### src/core/cal_coeff_pkg.sv
// constants and types shared by the calibration coefficient bank
package cal_coeff_pkg;

  // ----------------------------------------
  // register byte addresses
  // ----------------------------------------
  localparam logic [31:0] VOLTAGE_TEMP_RESULT_ADDR = 32'hffff0524;
  localparam logic [31:0] TEMP_OFFSET_COEFF_ADDR   = 32'hffff0538;
  localparam logic [31:0] CURRENT_GAIN_COEFF_ADDR  = 32'hffff053c;
  localparam logic [31:0] VOLTAGE_GAIN_COEFF_ADDR  = 32'hffff0540;
  localparam logic [31:0] TEMP_GAIN_COEFF_ADDR     = 32'hffff0544;

  // ----------------------------------------
  // field layout, reset values, responses
  // ----------------------------------------
  localparam int          COEFF_W          = 16;
  localparam logic [15:0] RESULT_RESET     = 16'h0000;
  localparam logic [15:0] COEFF_PRE_LOAD   = 16'h0000;  // held only until factory load
  localparam logic [1:0]  RESP_OKAY        = 2'h0;
  localparam logic [1:0]  RESP_SLVERR      = 2'h2;

  // register selected by an address
  typedef enum logic [2:0] {
    SEL_NONE,
    SEL_RESULT,
    SEL_TEMP_OFFSET,
    SEL_CURRENT_GAIN,
    SEL_VOLTAGE_GAIN,
    SEL_TEMP_GAIN
  } reg_sel_type;

endpackage

### src/core/cal_coeff_bank.sv
// calibration coefficient register bank with axi4-lite slave
// Operation
// - temperature offset coefficient, 16-bit, read/write
// - offset loads factory value, writes replace it
// - current gain coefficient scales current results
// - current gain factory loaded, software may overwrite
// - voltage gain factory loaded, scales voltage results
// - temperature gain coefficient scales temperature results
// - temperature gain loads factory value one edge after each reset release
// - read-only voltage/temperature conversion result register
`timescale 1ns/10ps
`default_nettype none
module cal_coeff_bank
  import cal_coeff_pkg::*;
(
  input  wire logic        clk_sys_i,
  input  wire logic        rst_n_i,
  // factory trim values, static from the fuse block
  input  wire logic [15:0] factory_temp_offset_i,
  input  wire logic [15:0] factory_current_gain_i,
  input  wire logic [15:0] factory_voltage_gain_i,
  input  wire logic [15:0] factory_temp_gain_i,
  // voltage/temperature converter result
  input  wire logic        vt_result_valid_i,
  input  wire logic [15:0] vt_result_i,
  // coefficients to the conversion datapath
  output logic      [15:0] temp_offset_coeff_o,
  output logic      [15:0] current_gain_coeff_o,
  output logic      [15:0] voltage_gain_coeff_o,
  output logic      [15:0] temp_gain_coeff_o,
  // axi4-lite slave
  input  wire logic [31:0] s_axi_awaddr_i,
  input  wire logic        s_axi_awvalid_i,
  output logic             s_axi_awready_o,
  input  wire logic [31:0] s_axi_wdata_i,
  input  wire logic [3:0]  s_axi_wstrb_i,
  input  wire logic        s_axi_wvalid_i,
  output logic             s_axi_wready_o,
  output logic      [1:0]  s_axi_bresp_o,
  output logic             s_axi_bvalid_o,
  input  wire logic        s_axi_bready_i,
  input  wire logic [31:0] s_axi_araddr_i,
  input  wire logic        s_axi_arvalid_i,
  output logic             s_axi_arready_o,
  output logic      [31:0] s_axi_rdata_o,
  output logic      [1:0]  s_axi_rresp_o,
  output logic             s_axi_rvalid_o,
  input  wire logic        s_axi_rready_i
);

  // ----------------------------------------
  // helpers
  // ----------------------------------------
  function automatic reg_sel_type decode(input logic [31:0] addr);
    case (addr)
      VOLTAGE_TEMP_RESULT_ADDR: decode = SEL_RESULT;
      TEMP_OFFSET_COEFF_ADDR:   decode = SEL_TEMP_OFFSET;
      CURRENT_GAIN_COEFF_ADDR:  decode = SEL_CURRENT_GAIN;
      VOLTAGE_GAIN_COEFF_ADDR:  decode = SEL_VOLTAGE_GAIN;
      TEMP_GAIN_COEFF_ADDR:     decode = SEL_TEMP_GAIN;
      default:                  decode = SEL_NONE;
    endcase
  endfunction

  // merge byte lanes 0 and 1 into a 16-bit value
  function automatic logic [15:0] merge(input logic [15:0] old, input logic [31:0] data,
                                        input logic [3:0] strb);
    merge = {strb[1] ? data[15:8] : old[15:8], strb[0] ? data[7:0] : old[7:0]};
  endfunction

  // ----------------------------------------
  // state
  // ----------------------------------------
  logic              load_pending_reg, load_pending_next;
  logic [15:0]       temp_offset_reg,  temp_offset_next;
  logic [15:0]       current_gain_reg, current_gain_next;
  logic [15:0]       voltage_gain_reg, voltage_gain_next;
  logic [15:0]       temp_gain_reg,    temp_gain_next;
  logic [15:0]       result_reg,       result_next;
  logic              aw_full_reg,      aw_full_next;
  logic [31:0]       aw_addr_reg,      aw_addr_next;
  logic              w_full_reg,       w_full_next;
  logic [31:0]       w_data_reg,       w_data_next;
  logic [3:0]        w_strb_reg,       w_strb_next;
  logic              awready_reg,      awready_next;
  logic              wready_reg,       wready_next;
  logic              bvalid_reg,       bvalid_next;
  logic [1:0]        bresp_reg,        bresp_next;
  logic              arready_reg,      arready_next;
  logic              rvalid_reg,       rvalid_next;
  logic [31:0]       rdata_reg,        rdata_next;
  logic [1:0]        rresp_reg,        rresp_next;
  logic              wr_commit;
  reg_sel_type       wr_sel;
  reg_sel_type       rd_sel;

  // ----------------------------------------
  // coefficient and result registers
  // ----------------------------------------
  // factory load one edge after reset release, then software writes
  always_comb begin
    wr_sel            = decode(aw_addr_reg);
    wr_commit         = aw_full_reg && w_full_reg && !bvalid_reg;
    load_pending_next = 1'b0;
    temp_offset_next  = temp_offset_reg;
    current_gain_next = current_gain_reg;
    voltage_gain_next = voltage_gain_reg;
    temp_gain_next    = temp_gain_reg;
    result_next       = result_reg;
    if (load_pending_reg) begin
      temp_offset_next  = factory_temp_offset_i;
      current_gain_next = factory_current_gain_i;
      voltage_gain_next = factory_voltage_gain_i;
      temp_gain_next    = factory_temp_gain_i;
    end else if (wr_commit) begin
      case (wr_sel)
        SEL_TEMP_OFFSET:  temp_offset_next  = merge(temp_offset_reg, w_data_reg, w_strb_reg);
        SEL_CURRENT_GAIN: current_gain_next = merge(current_gain_reg, w_data_reg, w_strb_reg);
        SEL_VOLTAGE_GAIN: voltage_gain_next = merge(voltage_gain_reg, w_data_reg, w_strb_reg);
        SEL_TEMP_GAIN:    temp_gain_next    = merge(temp_gain_reg, w_data_reg, w_strb_reg);
        default:          ;
      endcase
    end
    // converter result capture, not writable from the bus
    if (vt_result_valid_i) begin
      result_next = vt_result_i;
    end
  end

  always_ff @(posedge clk_sys_i or negedge rst_n_i) begin
    if (!rst_n_i) begin
      load_pending_reg <= 1'b1;
      temp_offset_reg  <= COEFF_PRE_LOAD;
      current_gain_reg <= COEFF_PRE_LOAD;
      voltage_gain_reg <= COEFF_PRE_LOAD;
      temp_gain_reg    <= COEFF_PRE_LOAD;
      result_reg       <= RESULT_RESET;
    end else begin
      load_pending_reg <= load_pending_next;
      temp_offset_reg  <= temp_offset_next;
      current_gain_reg <= current_gain_next;
      voltage_gain_reg <= voltage_gain_next;
      temp_gain_reg    <= temp_gain_next;
      result_reg       <= result_next;
    end
  end

  // coefficients leave straight from flops; datapath samples per result
  assign temp_offset_coeff_o  = temp_offset_reg;
  assign current_gain_coeff_o = current_gain_reg;
  assign voltage_gain_coeff_o = voltage_gain_reg;
  assign temp_gain_coeff_o    = temp_gain_reg;

  // ----------------------------------------
  // axi4-lite write and read channels
  // ----------------------------------------
  // address and data caught in either order, response after both
  always_comb begin
    rd_sel       = decode(s_axi_araddr_i);
    aw_full_next = aw_full_reg;
    aw_addr_next = aw_addr_reg;
    w_full_next  = w_full_reg;
    w_data_next  = w_data_reg;
    w_strb_next  = w_strb_reg;
    bvalid_next  = bvalid_reg;
    bresp_next   = bresp_reg;
    arready_next = arready_reg;
    rvalid_next  = rvalid_reg;
    rdata_next   = rdata_reg;
    rresp_next   = rresp_reg;
    if (s_axi_awvalid_i && awready_reg) begin
      aw_full_next = 1'b1;
      aw_addr_next = s_axi_awaddr_i;
    end
    if (s_axi_wvalid_i && wready_reg) begin
      w_full_next = 1'b1;
      w_data_next = s_axi_wdata_i;
      w_strb_next = s_axi_wstrb_i;
    end
    if (wr_commit) begin
      aw_full_next = 1'b0;
      w_full_next  = 1'b0;
      bvalid_next  = 1'b1;
      // result register and holes refuse writes
      bresp_next   = (wr_sel == SEL_NONE || wr_sel == SEL_RESULT) ? RESP_SLVERR
                                                                   : RESP_OKAY;
    end else if (bvalid_reg && s_axi_bready_i) begin
      bvalid_next = 1'b0;
    end
    awready_next = !aw_full_next && !bvalid_next && !load_pending_next;
    wready_next  = !w_full_next && !bvalid_next && !load_pending_next;
    if (s_axi_arvalid_i && arready_reg) begin
      arready_next = 1'b0;
      rvalid_next  = 1'b1;
      rresp_next   = RESP_OKAY;
      case (rd_sel)
        SEL_RESULT:       rdata_next = {16'h0000, result_reg};
        SEL_TEMP_OFFSET:  rdata_next = {16'h0000, temp_offset_reg};
        SEL_CURRENT_GAIN: rdata_next = {16'h0000, current_gain_reg};
        SEL_VOLTAGE_GAIN: rdata_next = {16'h0000, voltage_gain_reg};
        SEL_TEMP_GAIN:    rdata_next = {16'h0000, temp_gain_reg};
        default: begin
          rdata_next = 32'h00000000;
          rresp_next = RESP_SLVERR;
        end
      endcase
    end else if (rvalid_reg && s_axi_rready_i) begin
      rvalid_next  = 1'b0;
      arready_next = 1'b1;
    end
  end

  always_ff @(posedge clk_sys_i or negedge rst_n_i) begin
    if (!rst_n_i) begin
      aw_full_reg <= 1'b0;
      aw_addr_reg <= 32'h00000000;
      w_full_reg  <= 1'b0;
      w_data_reg  <= 32'h00000000;
      w_strb_reg  <= 4'h0;
      awready_reg <= 1'b0;
      wready_reg  <= 1'b0;
      bvalid_reg  <= 1'b0;
      bresp_reg   <= RESP_OKAY;
      arready_reg <= 1'b1;
      rvalid_reg  <= 1'b0;
      rdata_reg   <= 32'h00000000;
      rresp_reg   <= RESP_OKAY;
    end else begin
      aw_full_reg <= aw_full_next;
      aw_addr_reg <= aw_addr_next;
      w_full_reg  <= w_full_next;
      w_data_reg  <= w_data_next;
      w_strb_reg  <= w_strb_next;
      awready_reg <= awready_next;
      wready_reg  <= wready_next;
      bvalid_reg  <= bvalid_next;
      bresp_reg   <= bresp_next;
      arready_reg <= arready_next;
      rvalid_reg  <= rvalid_next;
      rdata_reg   <= rdata_next;
      rresp_reg   <= rresp_next;
    end
  end

  assign s_axi_awready_o = awready_reg;
  assign s_axi_wready_o  = wready_reg;
  assign s_axi_bvalid_o  = bvalid_reg;
  assign s_axi_bresp_o   = bresp_reg;
  assign s_axi_arready_o = arready_reg;
  assign s_axi_rvalid_o  = rvalid_reg;
  assign s_axi_rdata_o   = rdata_reg;
  assign s_axi_rresp_o   = rresp_reg;
endmodule
`default_nettype wire

### config.mk
export PLATFORM = sky130hd
export DESIGN_NAME = cal_coeff_bank
export DESIGN_NICKNAME = d
export VERILOG_FILES = /design/src/core/cal_coeff_pkg.sv /design/src/core/cal_coeff_bank.sv
export SDC_FILE = /design/constraint.sdc
export NUM_CORES = 1
export LEC_CHECK = 0
export BUFFER_PORTS_ARGS = -buffer_cell sky130_fd_sc_hd__buf_2
export CAP_MARGIN = 10
export CORE_MARGIN = 2
export CORE_UTILIZATION = 43
export CTS_CLUSTER_SIZE = 25
export DETAILED_ROUTE_END_ITERATION = 7
export MAX_ROUTING_LAYER = met4
export PLACE_DENSITY = 0.81
export SLEW_MARGIN = 20
export SYNTH_ARGS = -nofsm -noshare
export SYNTH_HDL_FRONTEND = slang
export SYNTH_SLANG_ARGS = --single-unit
### constraint.sdc
create_clock -name clk_sys_i -period 3.17 [get_ports clk_sys_i]
set_clock_uncertainty 0.1 [all_clocks]
set_input_delay 0 -clock clk_sys_i [delete_from_list [all_inputs] [get_ports clk_sys_i]]
set_output_delay 0 -clock clk_sys_i [all_outputs]
set_load 0.03 [all_outputs]
==> reports/qor.csv, run 1 <==
metric,value,unit
multi_input_area,0.00355,mm²
finalHoldViolations,0,
grt_setup_unrepaired,false,
fmax,362,MHz
vias_per_cell,5.29,
path_clk_slew,0.06,ns
fillers,1261,
highest_layer,met4,
setup_viol,0,
reg2reg_to,current_gain_coeff_o[9]$_DFFE_PN0P_,
met3WireLength,1420,µm
min_period,2.76,ns
end_kind,flop,
dpl_worst_slack,0.468,ns
fin_nets,1158,
crit_path_max_fanout,6,
root_buffer,clkbuf_16,
chipHeight,137,µm
cts_tree,built,
slew_viol_final,0,
arrival,3.01,ns
gp_congestion,0.861,
cpLargestDelayFamily,buffers and inverters,
post-place-cells,1031,
drtIter0Drc,238,
cts_setup_buffers,0,
syn_area,0.00762,mm²
post-route-period-util,87.2,%
htree_levels,4,
power_density,588,mW/mm²
vias,6397,
syn_inst,565,
clock_path_buffers,2,
dr.pass1.iters,4,
yosys.area.top_type_share,50.5,%
fin_cells,1209,
ys_warn_count,0,
wl_per_cell,19.9,µm
setup_tns,0,ns
die_w,137,µm
die_area,0.0188,mm²
synth.distinct_cells,47,
grt_pass1_wl,36100,µm
hold_start,vt_result_valid_i,
max_slew_margin,50.6,%
final_cell_area,0.0112,mm²
post_cts_resized,0,
r2r_start,aw_addr_reg[12]$_DFFE_PN0P_,
r2r_slack,0.46,ns
yosysTopAreaCell,dfrtp_1,
vdd_ir_drop_max,0.000518,V
gr-total-overflow,0,
worstMarginPinSlew,0.741,ns
worst_slack,0.405,ns
regArea,0.00391,mm²
synthTopCellsByArea,"dfrtp_1 51%, mux2_2 26%, mux2_1 3.7%",
wl_met1,9110,µm
initial_core_util,44.1,%
hold_depth,2,
worstPathRequired,3.41,ns
placementRows,48,
r2r_cells,6,
groute.usage.overall,26.5,%
syn_avg_cell_area,13.5,µm²
hold_buffers,145,
grt_pass1_vias,6973,
dr_wl_met2,12700,µm
area_growth,46.8,%
cts_buffers,17,
coreArea,0.0173,mm²
clk_latency,0.43,ns
hold_path_class,in -> reg,
status,"finished, final reports clean",
start_kind,input port,
dpl_cell_area,0.00913,mm²
cp_slowest_cell,dlygate4sd3_1,
min_to,result_reg[13]$_DFFE_PN0P_,
wl,24000,µm
cts_sinks,156,
largest_reg_flops,32,
max_stage_delay,0.81,ns
port_buffers,256,
antenna_found_initial,1,
dp_hpwl,15600,µm
final_common_cell,buf_2,
mostFrequentLayoutCells,"255 x buf_2, 174 x mux2_2, 154 x dfrtp_1",
cp_common_cell,dlygate4sd3_1,
worstSetupPathType,in -> reg,
leakage,5.29,nW
cp.depth,8,
crit_path_cell_trace,"dlygate4sd3_1, buf_2, nor3_1, nand2_1, nor4_2, dlygate4sd3_1, a21oi_1, o21ai_0",
postRouteAntennaNets,0,
path_buf_inv,3,
io_pins,293,
grt_max_degree,68,
drive_gt1_share,49.3,%
seq_area_frac_synth,51.2,%
ys_ff_latch,156,
post-route-drc-count,0,
maxCapViolCount,0,
worst reg2reg max path, cell delays in order (launching register included):
cell and delay [ns]:
dfrtp_1 0.38, or4b_1 0.57, nor4_4 0.29, buf_4 0.29, nand4_4 0.28, mux2_1 0.42
mux2_2 0.27
layout make-up:
type / count / area share (%)
clock inverter: 11 / 1.15
clock buffer: 21 / 4.29
tap: 225 / 2.52
sequential: 156 / 34.9
antenna: 1 / 0.0224
multi-input combinational: 382 / 31.7
timing repair buffer: 410 / 25.3
inverter: 3 / 0.101
cells in the mapped netlist (all sizes together):
| library cell | n |
|---|---|
| or3 | 2 |
| and4b | 3 |
| a221o | 5 |
| and2 | 8 |
| or4b | 1 |
| inv | 3 |
| conb | 1 |
| mux2 | 199 |
| nor2b | 3 |
| a21oi | 17 |
| dfrtp | 154 |
| nor3 | 8 |
| nor2 | 6 |
| or4 | 1 |
| nor3b | 1 |
| o21ai | 16 |
| a221oi | 1 |
| or4bb | 1 |
| and3b | 1 |
| a22oi | 2 |
| a211oi | 1 |
| a22o | 1 |
| clkbuf | 19 |
| o21a | 2 |
| a21o | 1 |
| nand2b | 2 |
| o211a | 1 |
| o22ai | 9 |
| nand4b | 5 |
| nor4 | 3 |
| mux2i | 24 |
| nand3 | 3 |
| buf | 23 |
| nand4 | 10 |
| a31oi | 1 |
| nand2 | 19 |
| dfstp | 2 |
| nor4b | 2 |
| nor4bb | 2 |
| nand3b | 1 |
| a2111o | 1 |
power by group:
part | internal (mW) | switching (mW) | total (mW)
Clock | 1.25 | 0.864 | 2.12
Combinational | 0.842 | 0.749 | 1.59
Sequential | 2.46 | 0.410 | 2.87
through the flow:
stage / util, % / total power [mW] / hold WS (ns)
after floorplan: - / 3.80 / -0.396
after global placement: 52.8 / 4.24 / -0.0543
after detailed placement: 52.8 / 4.31 / -0.0482
after CTS: 64.7 / 6.57 / 0.00298
after global routing: 64.7 / 6.88 / 0.0238
final: 64.7 / 6.58 / 0.0215
metal layers:
| layer | up-vias | GRT usage (%) |
|---|---|---|
| met2 | 260 | 47.1 |
| met1 | 3210 | 27.9 |
| met3 | 55 | 6.48 |
| li1 | 2872 | - |
| met5 | - | - |
| met4 | 0 | 11.7 |
cell families after synthesis:
group / count (synthesis) / synth area share (%)
other: 1 / 0.0492
AO/OA/AOI/OAI: 58 / 4.74
buffers and inverters: 45 / 3.35
flip-flops: 156 / 51.2
AND/OR/NAND/NOR: 82 / 8.07
multiplexers: 223 / 32.5
how the worst max path moves through the flow:
stage	start	endpoint	slack, ns
after global placement	aw_addr_reg[12]$_DFFE_PN0P_	current_gain_coeff_o[15]$_DFFE_PN0P_	0.51
after detailed placement	aw_addr_reg[12]$_DFFE_PN0P_	temp_gain_coeff_o[11]$_DFFE_PN0P_	0.47
final	s_axi_araddr_i[0]	s_axi_rdata_o[13]$_DFFE_PN0P_	0.41
after CTS	s_axi_araddr_i[0]	s_axi_rdata_o[13]$_DFFE_PN0P_	0.42
after global routing	s_axi_araddr_i[0]	s_axi_rdata_o[13]$_DFFE_PN0P_	0.23
after floorplan	aw_addr_reg[12]$_DFFE_PN0P_	current_gain_coeff_o[0]$_DFFE_PN0P_	0.80
No activity file was read; power rests on OpenSTA's default activity.
==> inputs of run 2 (changes only) <==
- MAX_ROUTING_LAYER: met4 -> default
==> reports/qor.csv, run 2 (synthesized netlist as in run 1, its figures left out) <==
metric,value,unit
groute.usage.overall,25.8,%
vdd_ir_drop_max,0.000521,V
initial_core_util,44.1,%
hold_path_class,in -> reg,
maxCapViolCount,0,
slew_viol_final,0,
path_buf_inv,3,
fin_nets,1158,
min_period,2.73,ns
gr-usage-met1,27.8,%
setup_tns,0,ns
die_area,0.0188,mm²
antenna_found_initial,1,
dp_hpwl,15600,µm
leakage,5.29,nW
finalHoldViolations,0,
htree_levels,4,
postRouteAntennaNets,0,
end_kind,flop,
max_slew_margin,49.7,%
vias_per_cell,5.30,
status,"finished, final reports clean",
vias,6403,
final_common_cell,buf_2,
path_clk_slew,0.07,ns
post_cts_resized,0,
io_pins,293,
area_growth,46.8,%
worstMarginPinSlew,0.754,ns
die_w,137,µm
largest_reg_flops,32,
crit_path_cell_trace,"dlygate4sd3_1, buf_2, nor3_1, nand2_1, nor4_2, dlygate4sd3_1, a21oi_1, o21ai_0",
drive_gt1_share,49.3,%
grt_pass1_wl,36300,µm
worstSetupPathType,in -> reg,
cpLargestDelayFamily,buffers and inverters,
clock_path_buffers,2,
wl_per_cell,19.8,µm
crit_path_max_fanout,6,
dr.pass1.iters,4,
placementRows,48,
power_density,587,mW/mm²
cp_slowest_cell,dlygate4sd3_1,
cts_tree,built,
use_met2,47.2,%
gr-total-overflow,0,
mostFrequentLayoutCells,"255 x buf_2, 174 x mux2_2, 154 x dfrtp_1",
root_buffer,clkbuf_16,
use_met3,6.67,%
max_stage_delay,0.81,ns
post-place-cells,1031,
worstPathRequired,3.41,ns
wl,24000,µm
grt-busiest-layer,met2,
post-route-period-util,86.1,%
post-route-drc-count,0,
port_buffers,256,
chipHeight,137,µm
grt_setup_unrepaired,false,
grt_pass1_vias,6949,
start_kind,input port,
grt_max_degree,68,
clk_latency,0.42,ns
setup_viol,0,
final_util,64.7,%
cts_buffers,17,
coreArea,0.0173,mm²
cp_common_cell,dlygate4sd3_1,
fmax,366,MHz
gp_congestion,0.846,
arrival,2.97,ns
cts_sinks,156,
fin_cells,1209,
drtIter0Drc,263,
==> run 2: power breakdown <==
group	total [mW]	internal (mW)	leakage (nW)	switching, mW
Sequential	2.87	2.46	1.86	0.409
Combinational	1.59	0.842	3.14	0.749
Clock	2.11	1.25	0.297	0.855
Total	6.57	4.56	5.29	2.01
==> run 2: worst paths after layout <==
path / start / end / slack [ns] / cells past startpoint
setup / recovery: s_axi_araddr_i[0] / s_axi_rdata_o[13]$_DFFE_PN0P_ / 0.44 / 8
min in group asynchronous: rst_n_i / result_reg[0]$_DFFE_PN0P_ / 0.05 / 2
hold reg to reg: s_axi_rdata_o[14]$_DFFE_PN0P_ / s_axi_rdata_o[14]$_DFFE_PN0P_ / 0.38 / 1
max in group asynchronous: rst_n_i / temp_gain_coeff_o[11]$_DFFE_PN0P_ / 2.08 / 3
hold / removal: vt_result_valid_i / result_reg[2]$_DFFE_PN0P_ / 0.02 / 2
setup reg to reg: aw_addr_reg[12]$_DFFE_PN0P_ / current_gain_coeff_o[9]$_DFFE_PN0P_ / 0.47 / 6
==> run 2: final cells by class <==
| cell class | count | area, µm² |
|---|---|---|
| Clock inverter | 11 | 129 |
| Multi-Input combinational cell | 382 | 3550 |
| Fill cell | 1261 | 6100 |
| Sequential cell | 156 | 3910 |
| Inverter | 3 | 11.3 |
| Timing Repair Buffer | 410 | 2830 |
| Clock buffer | 21 | 480 |
| Antenna cell | 1 | 2.50 |
| Tap cell | 225 | 282 |
==> run 2: worst register-to-register path, cell delays in order (launching register included) <==
cell and delay (ns):
dfrtp_1 0.38, or4b_1 0.57, nor4_4 0.29, buf_4 0.29, nand4_4 0.28, mux2_1 0.41
mux2_2 0.27
==> run 2: what timing repair did <==
action	4_1_cts	5_1_grt
setup buffers	0	0
hold buffers	145	0
hold endpoints to repair	207	0
==> run 2: layer usage <==
metal | up-vias | wire [µm] | part of all wire (%)
met5 | - | 0 | 0
met4 | 0 | 696 | 2.9
met3 | 53 | 1340 | 5.6
met2 | 255 | 12700 | 53
met1 | 3219 | 9230 | 39
li1 | 2876 | - | -
==> run 2: per-stage QoR <==
step                area, µm²  power (mW)  hold WS, ns  worst slack [ns]
floorplan                7690        3.80       -0.396             0.802
global placement         9130        4.24      -0.0543             0.505
detailed placement       9130        4.31      -0.0482             0.468
CTS                     11200        6.57      0.00298             0.418
global route            11200        6.88       0.0257             0.224
finish                  11200        6.57       0.0209             0.440
==> inputs of run 3 (changes only) <==
- ABC_AREA: default -> 1
- CTS_CLUSTER_DIAMETER: default -> 200
- HOLD_SLACK_MARGIN: default -> 0.15
- PLACE_DENSITY: 0.81 -> 0.8
==> reports/qor.csv, run 3 <==
metric,value,unit
yosys.area.top_type_share,47.4,%
setup_tns,0,ns
hold_path_class,in -> reg,
mostFrequentLayoutCells,"551 x nand2_1, 255 x buf_2, 202 x dlygate4sd3_1",
end_kind,flop,
root_buffer,clkbuf_16,
setup_viol,0,
reg2reg_to,aw_addr_reg[21]$_DFFE_PN0P_,
cts_setup_buffers,0,
vdd_ir_drop_max,0.000463,V
area_growth,49.0,%
die_area,0.0200,mm²
dpl_worst_slack,0.757,ns
drive_gt1_share,24.2,%
cp_slowest_cell,dlygate4sd3_1,
post-route-period-util,86.5,%
vias_per_cell,5.09,
drtIter0Drc,699,
r2r_cells,7,
initial_core_util,43.7,%
worstSetupPathType,in -> reg,
finalHoldViolations,0,
dp_hpwl,17800,µm
power_density,756,mW/mm²
worst_slack,0.429,ns
largest_reg_flops,32,
seq_area_frac_synth,48.0,%
gr-total-overflow,0,
cp_common_cell,dlygate4sd3_1,
hold_start,s_axi_awvalid_i,
vias,8926,
synthArstFlopShare,100,%
worstMarginPinSlew,0.861,ns
ys_ff_latch,156,
dr.pass1.iters,5,
fillers,1462,
postRouteAntennaNets,0,
grt_setup_unrepaired,false,
max_stage_delay,0.58,ns
cts_buffers,17,
crit_path_cell_trace,"dlygate4sd3_1, buf_2, inv_2, nand2_2, dlygate4sd3_1, nor2_4, dlygate4sd3_1, nand3_1, a31oi_1, dlygate4sd3_1, a21oi_1",
arrival,2.93,ns
placementRows,50,
r2r_start,s_axi_awready_o$_DFF_PN0_,
r2r_slack,0.71,ns
syn_area,0.00814,mm²
crit_path_max_fanout,2,
grt_pass1_wl,44900,µm
wl_per_cell,16.2,µm
path_clk_slew,0.07,ns
final_common_cell,nand2_1,
synth_enable_flop_cells,0,
cp-startpoint,s_axi_araddr_i[13],
max_slew_margin,42.4,%
slew_viol_final,0,
yosys.cell_count.top_type,nand2_1,
io_pins,293,
wl,28400,µm
syn_inst,1065,
fin_nets,1692,
crit_end,s_axi_rresp_o[1]$_DFFE_PN0P_,
gp_congestion,0.880,
worstPathRequired,3.36,ns
synthTopCellsByArea,"dfrtp_1 47%, nand2_1 25%, nand4_1 5.3%",
antenna_found_initial,3,
maxCapViolCount,0,
start_kind,input port,
cts_tree,built,
groute.usage.overall,28.4,%
grt_pass1_vias,8982,
ys_warn_count,0,
clock_path_buffers,2,
fmax,365,MHz
grt_max_degree,70,
port_buffers,256,
die_w,142,µm
syn_avg_cell_area,7.64,µm²
synthTopCellsByCount,"551 x nand2_1, 154 x dfrtp_1, 69 x nand4_1",
leakage,6.71,nW
post-route-drc-count,0,
htree_levels,4,
status,"finished, final reports clean",
chipHeight,142,µm
post_cts_resized,0,
synth.distinct_cells,30,
synth_ff_type,dfrtp_1,
coreArea,0.0186,mm²
clk_latency,0.42,ns
yosysTopAreaCell,dfrtp_1,
min_period,2.74,ns
cts_sinks,156,
-- run 3: timing repair --
action                                  4_1_cts  5_1_grt
endpoints found under the hold margin       307        0
endpoints found under the setup margin        0        0
hold buffers                                203        0
-- run 3: how the worst min path moves through the flow --
| stage | to | slack, ns | cells after the start |
|---|---|---|---|
| 2_1_floorplan | aw_addr_reg[0]$_DFFE_PN0P_ | -0.40 | 0 |
| 3_3_place_gp | w_data_reg[10]$_DFFE_PN0P_ | -0.09 | 1 |
| 3_5_place_dp | s_axi_awready_o$_DFF_PN0_ | -0.07 | 1 |
| 4_1_cts | aw_addr_reg[1]$_DFFE_PN0P_ | 0.16 | 5 |
| 5_1_grt | aw_addr_reg[10]$_DFFE_PN0P_ | 0.24 | 4 |
| 6_report | aw_addr_reg[13]$_DFFE_PN0P_ | 0.22 | 5 |
-- run 3: per-layer routing --
layer / part of all wire [%] / GRT usage, % / wire (µm)
met5: 0 / 0 / 0
met3: 7.1 / 6.61 / 2020
met4: 3.9 / 12.5 / 1100
met2: 50 / 49.3 / 14100
met1: 39 / 33.7 / 11100
-- run 3: final cells by class --
type | instances | area [µm²] | share of cell area (%)
Multi-Input combinational cell | 819 | 3740 | 30.8
Timing Repair Buffer | 472 | 3450 | 28.4
Tap cell | 234 | 293 | 2.41
Inverter | 38 | 143 | 1.18
Sequential cell | 156 | 3910 | 32.2
Clock inverter | 10 | 140 | 1.16
Clock buffer | 22 | 454 | 3.74
Antenna cell | 3 | 7.51 | 0.0619
-- run 3: cell families after synthesis --
group | synth area share, %
AO/OA/AOI/OAI | 1.18
buffers and inverters | 7.00
flip-flops | 48.0
multiplexers | 2.21
other | 0.0461
AND/OR/NAND/NOR | 41.6
-- run 3: through the flow --
stage / hold slack, ns / std cells / utilization, % / cell area [µm²] / power, mW
4_1_cts: 0.162 / 1751 / 65.0 / 12100 / 9.11
6_report: 0.219 / 1754 / 65.1 / 12100 / 9.17
5_1_grt: 0.243 / 1754 / 65.1 / 12100 / 9.69
3_5_place_dp: -0.0749 / 1516 / 50.8 / 9480 / 6.46
2_1_floorplan: -0.396 / 1083 / - / 8210 / 5.35
3_3_place_gp: -0.0887 / 1516 / 50.8 / 9480 / 6.37
-- run 3: where the power goes --
group	internal [mW]	switching [mW]	total [mW]	leakage (nW)
Sequential	2.77	0.581	3.35	1.96
Clock	1.26	0.830	2.09	0.281
Combinational	1.34	2.39	3.73	4.47
-- run 3: critical path, delay by kind of cell --
family	cells	cell delay, ns
buffers and inverters	6	2.43
and+or+nand+nor	3	0.25
AOI/OAI and AO/OA	2	0.25
